==> src/hdl/cfgd_defs.vh <==
// Constants for the configuration word decoder and block guard.
// Assumes configuration words arrive as bytes from nonvolatile storage.
`ifndef CFGD_DEFS_VH
`define CFGD_DEFS_VH

// Configuration word indices on the programming port.
`define CFGD_IDX_WDT      4'h0
`define CFGD_IDX_PIN      4'h1
`define CFGD_IDX_CORE     4'h2
`define CFGD_IDX_CPL      4'h3
`define CFGD_IDX_CPH      4'h4
`define CFGD_IDX_WRL      4'h5
`define CFGD_IDX_WRH      4'h6
`define CFGD_IDX_RDL      4'h7
`define CFGD_IDX_RDH      4'h8
`define CFGD_IDX_IDLO     4'h9
`define CFGD_IDX_IDHI     4'hA

// Field positions.
`define CFGD_WDT_ON       0
`define CFGD_PIN_LPOSC    2
`define CFGD_PIN_PBAD     1
`define CFGD_PIN_CCPMX    0
`define CFGD_PIN_RSTE     7
`define CFGD_CORE_STKRST  0
`define CFGD_CORE_LVP     2
`define CFGD_CORE_BBLO    4
`define CFGD_CORE_BBHI    5
`define CFGD_CORE_EXTENDED_INSTR_ENABLE   6
`define CFGD_CORE_DEBUG   7
`define CFGD_H_DATA       7
`define CFGD_H_BOOT       6
`define CFGD_H_CFG        5
`define CFGD_CORE_BBMASK  8'h30

// Erased value of every configuration byte.
`define CFGD_ERASED       8'hFF

// Boot area sizes in words, coded as consecutive binary size classes.
`define CFGD_BB_256       3'h0
`define CFGD_BB_512       3'h1
`define CFGD_BB_1K        3'h2
`define CFGD_BB_2K        3'h3
`define CFGD_BB_4K        3'h4

// Variant selectors.
`define CFGD_VAR_LARGE    2'h0
`define CFGD_VAR_8K       2'h1
`define CFGD_VAR_4K       2'h2
`define CFGD_VAR_ONEBIT   2'h3

`endif

==> src/hdl/cfgd_decoder.v <==
// Configuration word store, setting decoder and memory block guard.
// Assumes a byte-wide programming port synchronous to clock, and a
// memory controller that supplies a block number for each access.
`timescale 1ns/100ps
`include "cfgd_defs.vh"

module cfgd_decoder #(
  parameter [1:0] VARIANT    = `CFGD_VAR_LARGE,
  parameter       NUM_BLOCKS = 6,
  // Arbitrary identification values.
  parameter [7:0] ID_HIGH    = 8'h5A,
  parameter [2:0] ID_PART_LO = 3'h2,
  parameter [4:0] ID_REV     = 5'h03
) (
  // Clock and reset
  input  wire        clock,
  input  wire        arst_n,
  // Programmer port
  input  wire        progWrite,
  input  wire        progRead,
  input  wire [3:0]  progIndex,
  input  wire [7:0]  progWdata,
  output reg  [7:0]  progRdata,
  output reg         progRefused,
  // Reset request, stack fault and watchdog switch from the core
  input  wire        coreReset,
  input  wire        stackFault,
  input  wire        soft_watchdog_switch,
  // Decoded settings
  output reg         watchdogRun,
  output reg         reset_pin_select,
  output reg         port_e_pin_three_en,
  output reg         secondary_osc_low_power,
  output reg  [4:0]  port_b_analog_default,
  output reg         capture2_on_c1,
  output reg         capture2_on_b3,
  output reg         debugPinsGpio,
  output reg         extended_instr_enable,
  output reg  [2:0]  boot_area_size,
  output reg         prog_mode_entry_input,
  output reg         stackResetReq,
  // Memory access check
  input  wire        memRead,
  input  wire        memWrite,
  input  wire [2:0]  accBlock,
  input  wire [2:0]  execBlock,
  input  wire        accBoot,
  input  wire        execBoot,
  input  wire        accData,
  input  wire [7:0]  memRdataIn,
  output reg  [7:0]  memRdataOut,
  output reg         memWriteEn
);

  //////////////////////////////////////////////////////////////////////////
  // Configuration byte store.
  reg  [7:0] wdtWord;
  reg  [7:0] pinWord;
  reg  [7:0] coreWord;
  reg  [7:0] cpLow;
  reg  [7:0] cpHigh;
  reg  [7:0] wrLow;
  reg  [7:0] wrHigh;
  reg  [7:0] rdLow;
  reg  [7:0] rdHigh;

  wire bootGuarded;
  wire cfgLocked;
  wire wrAllowed;

  // Any active guard on the boot area or block zero freezes the size.
  assign bootGuarded = ~cpHigh[`CFGD_H_BOOT] | ~cpLow[0] |
                       ~wrHigh[`CFGD_H_BOOT] | ~wrLow[0] |
                       ~rdHigh[`CFGD_H_BOOT] | ~rdLow[0];
  assign cfgLocked   = ~wrHigh[`CFGD_H_CFG];
  assign wrAllowed   = progWrite & ~cfgLocked;

  always @(posedge clock or negedge arst_n) begin
    if (!arst_n) begin
      wdtWord     <= `CFGD_ERASED;
      pinWord     <= `CFGD_ERASED;
      coreWord    <= `CFGD_ERASED;
      cpLow       <= `CFGD_ERASED;
      cpHigh      <= `CFGD_ERASED;
      wrLow       <= `CFGD_ERASED;
      wrHigh      <= `CFGD_ERASED;
      rdLow       <= `CFGD_ERASED;
      rdHigh      <= `CFGD_ERASED;
      progRefused <= 1'b0;
    end else begin
      progRefused <= progWrite & cfgLocked;
      if (wrAllowed) begin
        case (progIndex)
          `CFGD_IDX_WDT:  wdtWord <= progWdata;
          `CFGD_IDX_PIN:  pinWord <= progWdata;
          `CFGD_IDX_CORE: begin
            if (bootGuarded) begin
              coreWord <= (progWdata & ~`CFGD_CORE_BBMASK) |
                          (coreWord & `CFGD_CORE_BBMASK);
            end else begin
              coreWord <= progWdata;
            end
          end
          `CFGD_IDX_CPL:  cpLow  <= progWdata;
          `CFGD_IDX_CPH:  cpHigh <= progWdata;
          `CFGD_IDX_WRL:  wrLow  <= progWdata;
          `CFGD_IDX_WRH:  wrHigh <= progWdata;
          `CFGD_IDX_RDL:  rdLow  <= progWdata;
          `CFGD_IDX_RDH:  rdHigh <= progWdata;
          default: begin
          end
        endcase
      end
    end
  end

  //////////////////////////////////////////////////////////////////////////
  // Programmer readback, including the identification words.
  always @(posedge clock or negedge arst_n) begin
    if (!arst_n) begin
      progRdata <= 8'h00;
    end else if (progRead) begin
      case (progIndex)
        `CFGD_IDX_WDT:  progRdata <= wdtWord;
        `CFGD_IDX_PIN:  progRdata <= pinWord;
        `CFGD_IDX_CORE: progRdata <= coreWord;
        `CFGD_IDX_CPL:  progRdata <= cpLow;
        `CFGD_IDX_CPH:  progRdata <= cpHigh;
        `CFGD_IDX_WRL:  progRdata <= wrLow;
        `CFGD_IDX_WRH:  progRdata <= wrHigh;
        `CFGD_IDX_RDL:  progRdata <= rdLow;
        `CFGD_IDX_RDH:  progRdata <= rdHigh;
        `CFGD_IDX_IDLO: progRdata <= {ID_PART_LO, ID_REV};
        `CFGD_IDX_IDHI: progRdata <= ID_HIGH;
        default:        progRdata <= 8'h00;
      endcase
    end
  end

  //////////////////////////////////////////////////////////////////////////
  // Boot area size decode per variant.
  reg [2:0] next_bootSize;
  wire [1:0] bbCode;
  assign bbCode = coreWord[`CFGD_CORE_BBHI:`CFGD_CORE_BBLO];

  always @* begin
    next_bootSize = `CFGD_BB_1K;
    case (VARIANT)
      `CFGD_VAR_LARGE: begin
        case (bbCode)
          2'b11, 2'b10: next_bootSize = `CFGD_BB_4K;
          2'b01:        next_bootSize = `CFGD_BB_2K;
          default:      next_bootSize = `CFGD_BB_1K;
        endcase
      end
      `CFGD_VAR_8K: begin
        case (bbCode)
          2'b11, 2'b10: next_bootSize = `CFGD_BB_1K;
          2'b01:        next_bootSize = `CFGD_BB_512;
          default:      next_bootSize = `CFGD_BB_256;
        endcase
      end
      `CFGD_VAR_4K: begin
        if (bbCode == 2'b00) begin
          next_bootSize = `CFGD_BB_256;
        end else begin
          next_bootSize = `CFGD_BB_512;
        end
      end
      default: begin
        if (coreWord[`CFGD_CORE_BBLO]) begin
          next_bootSize = `CFGD_BB_2K;
        end else begin
          next_bootSize = `CFGD_BB_1K;
        end
      end
    endcase
  end

  //////////////////////////////////////////////////////////////////////////
  // Settings are captured while the core is held in reset and then hold.
  reg [NUM_BLOCKS-1:0] codeOk;
  reg [NUM_BLOCKS-1:0] writeOk;
  reg [NUM_BLOCKS-1:0] readOk;
  reg                  bootCodeOk;
  reg                  bootWriteOk;
  reg                  bootReadOk;
  reg                  dataCodeOk;
  reg                  dataWriteOk;
  reg                  wdtFuse;
  reg                  stackRstFuse;

  always @(posedge clock or negedge arst_n) begin
    if (!arst_n) begin
      wdtFuse                 <= 1'b1;
      reset_pin_select        <= 1'b1;
      port_e_pin_three_en     <= 1'b0;
      secondary_osc_low_power <= 1'b1;
      port_b_analog_default   <= 5'h1F;
      capture2_on_c1          <= 1'b1;
      capture2_on_b3          <= 1'b0;
      debugPinsGpio           <= 1'b1;
      extended_instr_enable   <= 1'b1;
      boot_area_size          <= `CFGD_BB_1K;
      prog_mode_entry_input   <= 1'b1;
      stackRstFuse            <= 1'b1;
      codeOk                  <= {NUM_BLOCKS{1'b0}};
      writeOk                 <= {NUM_BLOCKS{1'b0}};
      readOk                  <= {NUM_BLOCKS{1'b0}};
      bootCodeOk              <= 1'b0;
      bootWriteOk             <= 1'b0;
      bootReadOk              <= 1'b0;
      dataCodeOk              <= 1'b0;
      dataWriteOk             <= 1'b0;
    end else if (coreReset) begin
      wdtFuse                 <= wdtWord[`CFGD_WDT_ON];
      reset_pin_select        <= pinWord[`CFGD_PIN_RSTE];
      port_e_pin_three_en     <= ~pinWord[`CFGD_PIN_RSTE];
      secondary_osc_low_power <= pinWord[`CFGD_PIN_LPOSC];
      port_b_analog_default   <= {5{pinWord[`CFGD_PIN_PBAD]}};
      capture2_on_c1          <= pinWord[`CFGD_PIN_CCPMX];
      capture2_on_b3          <= ~pinWord[`CFGD_PIN_CCPMX];
      debugPinsGpio           <= coreWord[`CFGD_CORE_DEBUG];
      extended_instr_enable   <= coreWord[`CFGD_CORE_EXTENDED_INSTR_ENABLE];
      boot_area_size          <= next_bootSize;
      prog_mode_entry_input   <= coreWord[`CFGD_CORE_LVP];
      stackRstFuse            <= coreWord[`CFGD_CORE_STKRST];
      codeOk                  <= cpLow[NUM_BLOCKS-1:0];
      writeOk                 <= wrLow[NUM_BLOCKS-1:0];
      readOk                  <= rdLow[NUM_BLOCKS-1:0];
      bootCodeOk              <= cpHigh[`CFGD_H_BOOT];
      dataCodeOk              <= cpHigh[`CFGD_H_DATA];
      bootWriteOk             <= wrHigh[`CFGD_H_BOOT];
      dataWriteOk             <= wrHigh[`CFGD_H_DATA];
      bootReadOk              <= rdHigh[`CFGD_H_BOOT];
    end
  end

  //////////////////////////////////////////////////////////////////////////
  // Watchdog and stack fault reset.
  always @(posedge clock or negedge arst_n) begin
    if (!arst_n) begin
      watchdogRun   <= 1'b0;
      stackResetReq <= 1'b0;
    end else begin
      watchdogRun   <= wdtFuse | soft_watchdog_switch;
      stackResetReq <= stackRstFuse & stackFault;
    end
  end

  //////////////////////////////////////////////////////////////////////////
  // Access guard for the memory controller.
  reg  readBlocked;
  reg  writeBlocked;
  wire sameArea;
  wire inRange;

  assign sameArea = (accBoot & execBoot) |
                    (~accBoot & ~execBoot & (accBlock == execBlock));
  assign inRange  = ({1'b0, accBlock} < NUM_BLOCKS);

  always @* begin
    readBlocked  = 1'b0;
    writeBlocked = 1'b0;
    if (accData) begin
      readBlocked  = ~dataCodeOk;
      writeBlocked = ~dataWriteOk;
    end else if (accBoot) begin
      readBlocked  = ~bootCodeOk | (~bootReadOk & ~sameArea);
      writeBlocked = ~bootWriteOk;
    end else if (inRange) begin
      readBlocked  = ~codeOk[accBlock] |
                     (~readOk[accBlock] & ~sameArea);
      writeBlocked = ~writeOk[accBlock];
    end
  end

  always @(posedge clock or negedge arst_n) begin
    if (!arst_n) begin
      memRdataOut <= 8'h00;
      memWriteEn  <= 1'b0;
    end else begin
      memRdataOut <= (memRead & ~readBlocked) ? memRdataIn : 8'h00;
      memWriteEn  <= memWrite & ~writeBlocked;
    end
  end

endmodule

==> config.mk <==
export PLATFORM = sky130hd
export DESIGN_NAME = cfgd_decoder
export DESIGN_NICKNAME = d
export VERILOG_FILES = /design/src/hdl/cfgd_decoder.v
export VERILOG_INCLUDE_DIRS = /design/src /design/src/hdl
export SDC_FILE = /design/constraint.sdc
export NUM_CORES = 1
export LEC_CHECK = 0
export ABC_AREA = 1
export BUFFER_PORTS_ARGS = -buffer_cell sky130_fd_sc_hd__buf_2
export CAP_MARGIN = 40
export CORE_MARGIN = 4
export CORE_UTILIZATION = 58
export CTS_BUF_LIST = sky130_fd_sc_hd__clkbuf_8 sky130_fd_sc_hd__clkbuf_16
export CTS_CLUSTER_SIZE = 14
export DETAILED_ROUTE_END_ITERATION = 6
export GPL_TIMING_DRIVEN = 1
export PLACE_DENSITY_LB_ADDON = 0.12
export SLEW_MARGIN = 40
export SYNTH_ARGS = -nofsm -noshare
export SYNTH_HDL_FRONTEND = slang
export SYNTH_SLANG_ARGS = --single-unit
==> constraint.sdc <==
create_clock -name clock -period 1.8 [get_ports clock]
set_input_delay 0.45 -clock clock [delete_from_list [all_inputs] [get_ports clock]]
set_output_delay 0.45 -clock clock [all_outputs]
set_load 0.005 [all_outputs]
==> run metrics, run 1 <==
Core ar.=9770 um^2; mux contribution to synthesized area=0; simple-gate share of the synthesized area=0.248; Final Non-Filler Cells=between 900 and 1000; Max Slew Vio Count=0; GPL Wtd Cong=between 0.9 and 1; Mapped Nets=720; Area Growth Syn to Fin=17.7%; root buffer cell=clkbuf_8; Arr. time, crit path=about 1.2 ns; Mapped Area=slightly below 6000 um^2; Final ANT Viol Nets=0; worst skew pair latency=0.53 ns; Hold Slack=0.114 ns; Final Critical Period=between 1.5 and 2 ns; all-layer global routing usage=0.282; Top delay family on crit path=flip-flops; M2 GR Usage=0.450; Synth Area in XOR/XNOR=0.00150; crit start category=register; overflow left after global routing=0; post-synth top area cell=dfstp_2; FF+latch area=3330 um^2; slowest CP cell=dfstp_2; CTS tree=yes; max incr delay on CP=0.56 ns; initial DRC count=437; Die Wd=around 110 um; vias in the first global route=just under 5000; Final period util=0.916; largest family of logic cells by synthesized area=simple AND/OR/NAND/NOR gates; final-report hold violation count=0; leakage=3.21 nW; Async SR Flop Fraction=1.00; drt pass-1 iters=7; Worst VDD drop=0.581 mV; detailed-route DRC error count=18; Sink Count=129; total CTS buffers=17; Starting Density=0.598; most frequent cell after synthesis=nand2_1; initial antenna violation count=0; nets=around 800; Final Skew=about 0.008 ns; H-tree depth=4; Setup crit end kind=primary output; Critical Path RT=about 1.4 ns; Post-synth EDFFs=0; Clock transition at path regs=roughly 0.06 ns; PwrDens=just over 900 nW/um^2; CTS max path bufs=2; total routed wirelength=roughly 15000 um; failing checks=design-rule violations; maximum fanout along the worst path=6; M1 GR Usage=0.371; DP Cell Count=873; sequential fraction of the synthesis area=0.570; Top Usage Layer GRT=met2; Synth top cells by count=nand2_1, dfstp_2, o21ai_0; dpl hpwl=around 11000 um; Worst Tran Pin Value=roughly 0.44 ns; Chip Height=108 um; Routed WL per cell=about 17 um; top cell type's share of synthesized area=0.369; footprint of the multi-input gates=approximately 2100 um^2; critical path class=register to primary output; layout cells sized above 1=0.295; prevailing post-synth register cell=dfstp_2; mean post-synth cell area=8.57 um^2; Post-Synth Adder-Cell Area=0; Antenna Diode Count=0; post-synthesis register bit count=~130; Synth Instances=a little under 700; worst hold path class=input port to register; global-route wire length before repair=around 25000 um; largest net degree at the start of global routing=50; vias after detailed routing=roughly 4800; Worst Path Buf+Inv=1; top cells by area, synth=dfstp_2, dfrtp_1, nand2_1; endpoints failing setup=0; Max Cap Viol=0; Row Count=36; Slew headroom=0.703; crit-path cells=buf_2; grt met3 use=0.0579; maximum clock frequency=a little over 600 MHz; Distinct cells, synth=31; Ys Warns=0; outcome=complete, but fails checks; fillcell total=795; Compound-Gate Fraction of Synth Area=0.115; Die Area=approximately 12000 um^2; Port Buffer Count=73; number of I/O pins=74; RSZ-0062 raised after global routing=false; via-per-instance ratio=5.33; Setup TNS Final=0 ns
cell usage in the layout, fill, tap and decap left out, drive strengths merged:
| cell | Yosys | routed |
|---|---|---|
| o211ai | 1 | 1 |
| nand2 | 252 | 252 |
| inv | 65 | 65 |
| nand3 | 22 | 22 |
| nor2 | 48 | 48 |
| and3 | 1 | 1 |
| a21boi | 1 | 1 |
| clkinv | 1 | 7 |
| nand4 | 1 | 1 |
| or2 | 2 | 2 |
| xor2 | 1 | 1 |
| dfstp | 82 | 82 |
| buf | 17 | 81 |
| o21ai | 110 | 110 |
| o21a | 2 | 2 |
| dlygate4sd3 | 0 | 1 |
| nor3b | 1 | 1 |
| nor3 | 4 | 4 |
| a21oi | 18 | 18 |
| clkbuf | 6 | 20 |
| clkinvlp | 0 | 6 |
| dfrtp | 47 | 47 |
power breakdown:
group          total (mW)  switching [mW]  internal (mW)
clock                3.07            1.27           1.79
combinational       0.358           0.250          0.108
sequential           2.95          0.0119           2.94
total                6.38            1.53           4.85
logic make-up (layout without fill, tap and decap cells):
family | Yosys count | count (layout)
and+or+nand+nor | 331 | 331
AOI/OAI and AO/OA | 132 | 132
DFF | 129 | 129
buffers and inverters | 89 | 180
xor gates and xnor gates | 1 | 1
what timing repair did:
action / 4_1_cts / 5_1_grt
hold buffers: 1 / 0
buffers inserted: 0 / 0
endpoints found under the hold margin: 6 / 0
resized for setup: 0 / 0
layout make-up:
type                       instances  share of cell area
clock buffer                      20              0.0662
clock inverter                    12              0.0126
inverter                          66              0.0362
multi-input combinational        464               0.309
sequential                       129               0.484
tap                              133              0.0242
timing repair buffer              82              0.0673
final timing paths:
check	from	to	slack (ns)	depth (start not counted)
worst max-delay path	port_b_analog_default[0]	port_b_analog_default[3]	0.15	1
worst min-delay path	stackFault	stackResetReq	0.11	3
worst max register to register	wrHigh[5]	rdHigh[1]	0.22	4
worst min register to register	capture2_on_c1	capture2_on_c1	0.46	2
max in group asynchronous	arst_n	rdLow[1]	0.84	3
min in group asynchronous	arst_n	port_e_pin_three_en	0.34	2
layer usage:
metal / share of wire / routed length, um / vias to the layer above
met5: 0 / 0 / -
met4: 0.035 / 529 / 0
met3: 0.062 / 945 / 38
met2: 0.47 / 7180 / 191
met1: 0.43 / 6560 / 2292
li1: - / - / 2307
metrics by stage:
| stage | setup slack, ns | instance area [um^2] | utilization | power [mW] |
|---|---|---|---|---|
| after floorplan | 0.457 | 5840 | - | 3.16 |
| after global placement | 0.137 | 6320 | 0.647 | 3.35 |
| after detailed placement | 0.118 | 6320 | 0.647 | 3.36 |
| after CTS | 0.131 | 6880 | 0.704 | 6.42 |
| after global routing | 0.0620 | 6880 | 0.704 | 6.60 |
| final | 0.150 | 6880 | 0.704 | 6.38 |
Power figures use the tool's default switching activity.
==> run 2: changes to the inputs <==
CORE_UTILIZATION = 62   (was 58)
SLEW_MARGIN = not set   (was 40)
clock period = 2 ns   (was 1.8 ns; I/O delays follow)
==> run 2 against run 1 <==
Against the previous run: wire length shrank 3.1%; die area shrank 6.0%; count of clock-buffer cells in the layout fell by 3; global-route usage fell by 0.086 points; the run now ends clean; sequential share of layout area is 0.34 points higher; clock skew down 0.0019 ns; cell count decreased by 2.8%; via count is essentially flat.
==> run metrics, run 2 (synthesis gave the netlist of run 1 again) <==
Clock transition at path regs=0.06 ns (about the same); Area Growth Syn to Fin=16.9%; post_cts resized=0 (unchanged); Final Critical Period=approximately 1.7 ns; Worst Path Buf+Inv=1 (unchanged); drt pass-1 iters=6 (-1); CTS tree=yes; Critical Path RT=1.50 ns (+0.15 ns); Port Buffer Count=73 (unchanged); initial DRC count=365 (-16%); largest net degree at the start of global routing=130 (+160%); total routed wirelength=14800 um (-3.1%); Max Cap Viol=0 (unchanged); slowest CP cell=dfstp_2; GPL Wtd Cong=0.940 (about the same); layout cells sized above 1=0.291 (-0.00405); Sink Count=129 (unchanged); all-layer global routing usage=0.281 (-0.000865); Row Count=35 (-2.8%); crit-path cells=buf_2; DP Cell Count=849 (-2.7%); Slew headroom=0.558 (-0.145); Final ANT Viol Nets=0 (unchanged); PwrDens=863 nW/um^2 (-7.0%); number of I/O pins=74 (unchanged); critical path class=register to primary output; Worst VDD drop=0.579 mV (-0.30%); Die Area=11000 um^2 (-6.0%); sw frac=0.236 (-0.00409); overall power=5.89 mW (-7.6%); Core ar.=9200 um^2 (-5.9%); vias after detailed routing=4829 (+0.021%); sequential share of power=0.451 (-0.012); final-report hold violation count=0 (unchanged); # hold bufs at CTS=0 (-1); root buffer cell=clkbuf_8; endpoints failing setup=0 (unchanged); crit start category=register; Final Skew=0.00624 ns (-0.00191 ns); Die Wd=105 um (-3.0%); Routed WL per cell=16.7 um (-0.31%); vias in the first global route=4733 (-3.7%); CTS max path bufs=2 (unchanged); RSZ-0062 raised after global routing=false; Starting Density=0.635 (+0.0376); Clock power frac=0.496 (+0.015); switching pwr=1.39 mW (-9.2%); via-per-instance ratio=5.48 (+2.9%); maximum fanout along the worst path=6 (unchanged); Worst Tran Pin Value=0.663 ns (+0.219 ns); dpl hpwl=10200 um (-5.8%); Post-CTS Setup Repair Bufs=0 (unchanged); leakage=3.20 nW (-0.15%); Setup TNS Final=0 ns (unchanged); Max Slew Vio Count=0 (unchanged); nets=795 (-0.38%); initial antenna violation count=0 (unchanged); H-tree depth=4 (unchanged); detailed-route DRC error count=0 (-18); Final Non-Filler Cells=881 (-2.8%); Top delay family on crit path=flip-flops; global-route wire length before repair=24000 um (-3.9%); Antenna Diode Count=0 (unchanged); maximum clock frequency=between 500 and 600 MHz; worst hold path class=input port to async pin; Final period util=0.848; total CTS buffers=17 (unchanged); Arr. time, crit path=1.20 ns (about the same); Chip Height=105 um (-3.0%); P_int=4.50 mW (-7.1%); most frequent cells in the layout=nand2_1, dfstp_2, o21ai_0; outcome=finished clean; Setup crit end kind=primary output; max incr delay on CP=0.56 ns (about the same); overflow left after global routing=0 (unchanged); most common library cell in the layout ignoring fill and taps=nand2_1; Comb pwr share=0.053 (-0.003); worst skew pair latency=0.52 ns (about the same)
[run 2: cell types whose count changed in the layout (fill, tap and decap cells not counted)]
cell,previous run,this run
buf_12,2,1
buf_4,7,6
bufinv_16,0,2
clkbuf_8,4,1
clkinv_4,3,0
dlygate4sd3_1,1,0
inv_1,58,60
inv_6,0,2
[run 2: power groups by stage]
stage	combinational [mW]	sequential (mW)	clock, mW
2_1_floorplan	0.139	2.70	0
3_3_place_gp	0.306	2.70	0
3_5_place_dp	0.313	2.70	0
4_1_cts	0.316	2.66	2.94
5_1_grt	0.351	2.66	3.08
6_report	0.312	2.66	2.92
[run 2: stage by stage]
stage	util	instance area [um^2]	worst slack [ns]	hold WS (ns)
4_1_cts	0.743	6830	0.287	0.112
3_5_place_dp	0.682	6270	0.264	0.460
2_1_floorplan	-	5840	0.629	0.204
5_1_grt	0.743	6830	0.269	0.120
6_report	0.743	6830	0.305	0.0722
3_3_place_gp	0.682	6270	0.312	0.449
[run 2: area by class of cell]
cell class,instances,area [um^2]
tap,111,139
inverter,66,249
clock inverter,15,145
timing repair buffer,79,425
fill,702,2370
sequential,129,3330
multi-input combinational,464,2130
clock buffer,17,414
[run 2: worst register-to-register path, stage by stage, from the launching register on]
cell and delay [ns]:
dfstp_2 0.55, nand2_1 0.10, clkinv_2 0.22, nand3_2 0.36
o21ai_0 0.30
[run 2: routing by layer]
metal,track usage,routed length (um)
met5,0,0
met4,0.119,464
met3,0.0649,1070
met2,0.440,6800
met1,0.379,6420
[run 2: worst paths after layout]
path | start | to | slack (ns) | depth (start not counted)
max reg2reg | wrHigh[5] | rdHigh[7] | 0.37 | 4
min reg2reg | capture2_on_c1 | capture2_on_c1 | 0.47 | 2
min | arst_n | stackResetReq | 0.07 | 2
max | port_b_analog_default[0] | port_b_analog_default[2] | 0.30 | 1
min in group clock | stackFault | stackResetReq | 0.16 | 3
max in group asynchronous | arst_n | progRdata[5] | 1.43 | 2
==> run 3: changes to the inputs <==
CORE_UTILIZATION = 52   (was 62)
clock period = 1.4 ns   (was 2 ns; I/O delays follow)
==> run 3 against run 2 <==
Against the previous run: largest power group unchanged; cell count grew 6.7%; the flow now finishes with violations (negative setup slack); non-clock buffer count grew 29; worst setup slack lost 0.35 ns; final area grew 6.9%.
==> run metrics, run 3 (synthesis gave the netlist of run 1 again) <==
outcome=complete, but fails checks; failing checks=negative setup slack; CTS max path bufs=2 (unchanged); Area Growth Syn to Fin=25.0%; leakage=3.45 nW (+7.5%); Row Count=38 (+8.6%); RSZ-0062 raised after global routing=true; Worst R2R End=coreWord[3]; Final Non-Filler Cells=940 (+6.7%); global-route wire length before repair=24600 um (+2.5%); PnR worst setup slack=-0.0453 ns (-0.350 ns); nets=825 (+3.8%); maximum fanout along the worst path=6 (unchanged); H-tree depth=4 (unchanged); detailed-route DRC error count=0 (unchanged); Final Skew=0.00934 ns (+0.00309 ns); largest net degree at the start of global routing=89 (-32%); Final period util=1.03; Starting Density=0.534 (-0.101); initial antenna violation count=0 (unchanged); GPL Wtd Cong=1.02 (+8.1%); Worst VDD drop=0.795 mV (+37%); CTS tree=yes; slowest CP cell=dfstp_2; dpl hpwl=11000 um (+7.4%); Sink Count=129 (unchanged); via-per-instance ratio=5.20 (-5.1%); Hold EP=stackResetReq; Clock transition at path regs=0.06 ns (about the same); Die Area=13000 um^2 (+18%); final-report hold violation count=0 (unchanged); FF-to-FF setup slack=0.06 ns (-0.31 ns); Chip Height=114 um (+8.5%); Setup TNS Final=-0.204 ns (-0.204 ns); Worst Reg-to-Reg Cells=6 (+2); Final Critical Period=about 1.4 ns; post-place setup slack=-0.139 ns (-0.403 ns); DP Cell Count=905 (+6.6%); most frequent cells in the layout=nand2_1, dfstp_2, o21ai_0; most common library cell in the layout ignoring fill and taps=nand2_1; Hold Slack=0.121 ns (+0.0487 ns); total CTS buffers=17 (unchanged); Worst Path Buf+Inv=1 (unchanged); Port Buffer Count=73 (unchanged); Die Wd=114 um (+8.5%); Hold Crit Depth=3; placed cell area=6570 um^2 (+4.8%); Setup crit end kind=primary output; crit start category=register; endpoints failing setup=6 (+6); min-delay src=stackFault; total routed wirelength=15200 um (+3.4%); reg-to-reg startpoint=wrHigh[5]; maximum clock frequency=slightly below 700 MHz; max incr delay on CP=0.56 ns (about the same); root buffer cell=clkbuf_16; Critical Path RT=1.05 ns (-0.45 ns); Final ANT Viol Nets=0 (unchanged); layout cells sized above 1=0.318 (+0.0266); all-layer global routing usage=0.247 (-0.0341); crit-path cells=buf_2; Max Slew Vio Count=0 (unchanged); Top delay family on crit path=flip-flops; critical path class=register to primary output; initial DRC count=626 (+72%); Routed WL per cell=16.2 um (-3.1%); post-route cell area=7300 um^2 (+6.9%); Max Cap Viol=0 (unchanged); overflow left after global routing=0 (unchanged); vias in the first global route=4727 (-0.13%); Antenna Diode Count=0 (unchanged); worst hold path class=input port to register; number of I/O pins=74 (unchanged); worst skew pair latency=0.42 ns (-0.10 ns); PwrDens=1270 nW/um^2 (+48%); Slew headroom=0.694 (+0.136); Core ar.=10900 um^2 (+19%); Worst Tran Pin Value=0.459 ns (-0.204 ns); drt pass-1 iters=6 (unchanged); fillcell total=902 (+28%); Arr. time, crit path=1.10 ns (-0.10 ns); vias after detailed routing=4889 (+1.2%)
run 3: tightest hold or removal path, cell delays in order:
cell and delay, ns:
buf_2 0.08, nand2_1 0.04, inv_1 0.04
run 3: worst max path at each step:
stage	startpoint	to	slack [ns]	cells past startpoint
final	port_b_analog_default[0]	port_b_analog_default[0]	-0.05	1
after detailed placement	progIndex[2]	progRdata[7]	-0.14	10
after floorplan	wrHigh[5]	rdHigh[0]	0.06	5
after global routing	port_b_analog_default[0]	port_b_analog_default[0]	-0.1	1
after global placement	progIndex[2]	progRdata[7]	-0.12	10
after CTS	port_b_analog_default[0]	port_b_analog_default[0]	-0.06	1
run 3: where the power goes:
part           switching [mW]  internal [mW]
clock                    1.65           3.33
sequential             0.0181           3.78
combinational           0.337          0.182
total                    2.00           7.29
run 3: cell type report:
cell class,instances,area [um^2],share of cell area
clock buffer,17,425,0.0583
clock inverter,15,240,0.0329
inverter,66,249,0.0341
multi-input combinational,465,2160,0.296
sequential,129,3330,0.456
tap,140,175,0.0240
timing repair buffer,108,721,0.0987
run 3: through the flow:
step / util / power (mW)
2_1_floorplan: - / 4.06
3_3_place_gp: 0.601 / 4.36
3_5_place_dp: 0.601 / 4.37
4_1_cts: 0.663 / 9.33
5_1_grt: 0.668 / 9.60
6_report: 0.668 / 9.29
run 3: timing repair:
action / CTS / global route
setup endpoints to repair: 12 / 30
pin swaps: 0 / 1
gates resized for setup: 0 / 9
endpoints found under the hold margin: 38 / 0
hold buffers: 1 / 0
buffers inserted: 1 / 0
gates cloned: 0 / 1
run 3: per-layer routing:
metal / GRT usage / part of all wire
met5: 0 / 0
met1: 0.337 / 0.44
met2: 0.386 / 0.46
met3: 0.0679 / 0.077
met4: 0.0800 / 0.024
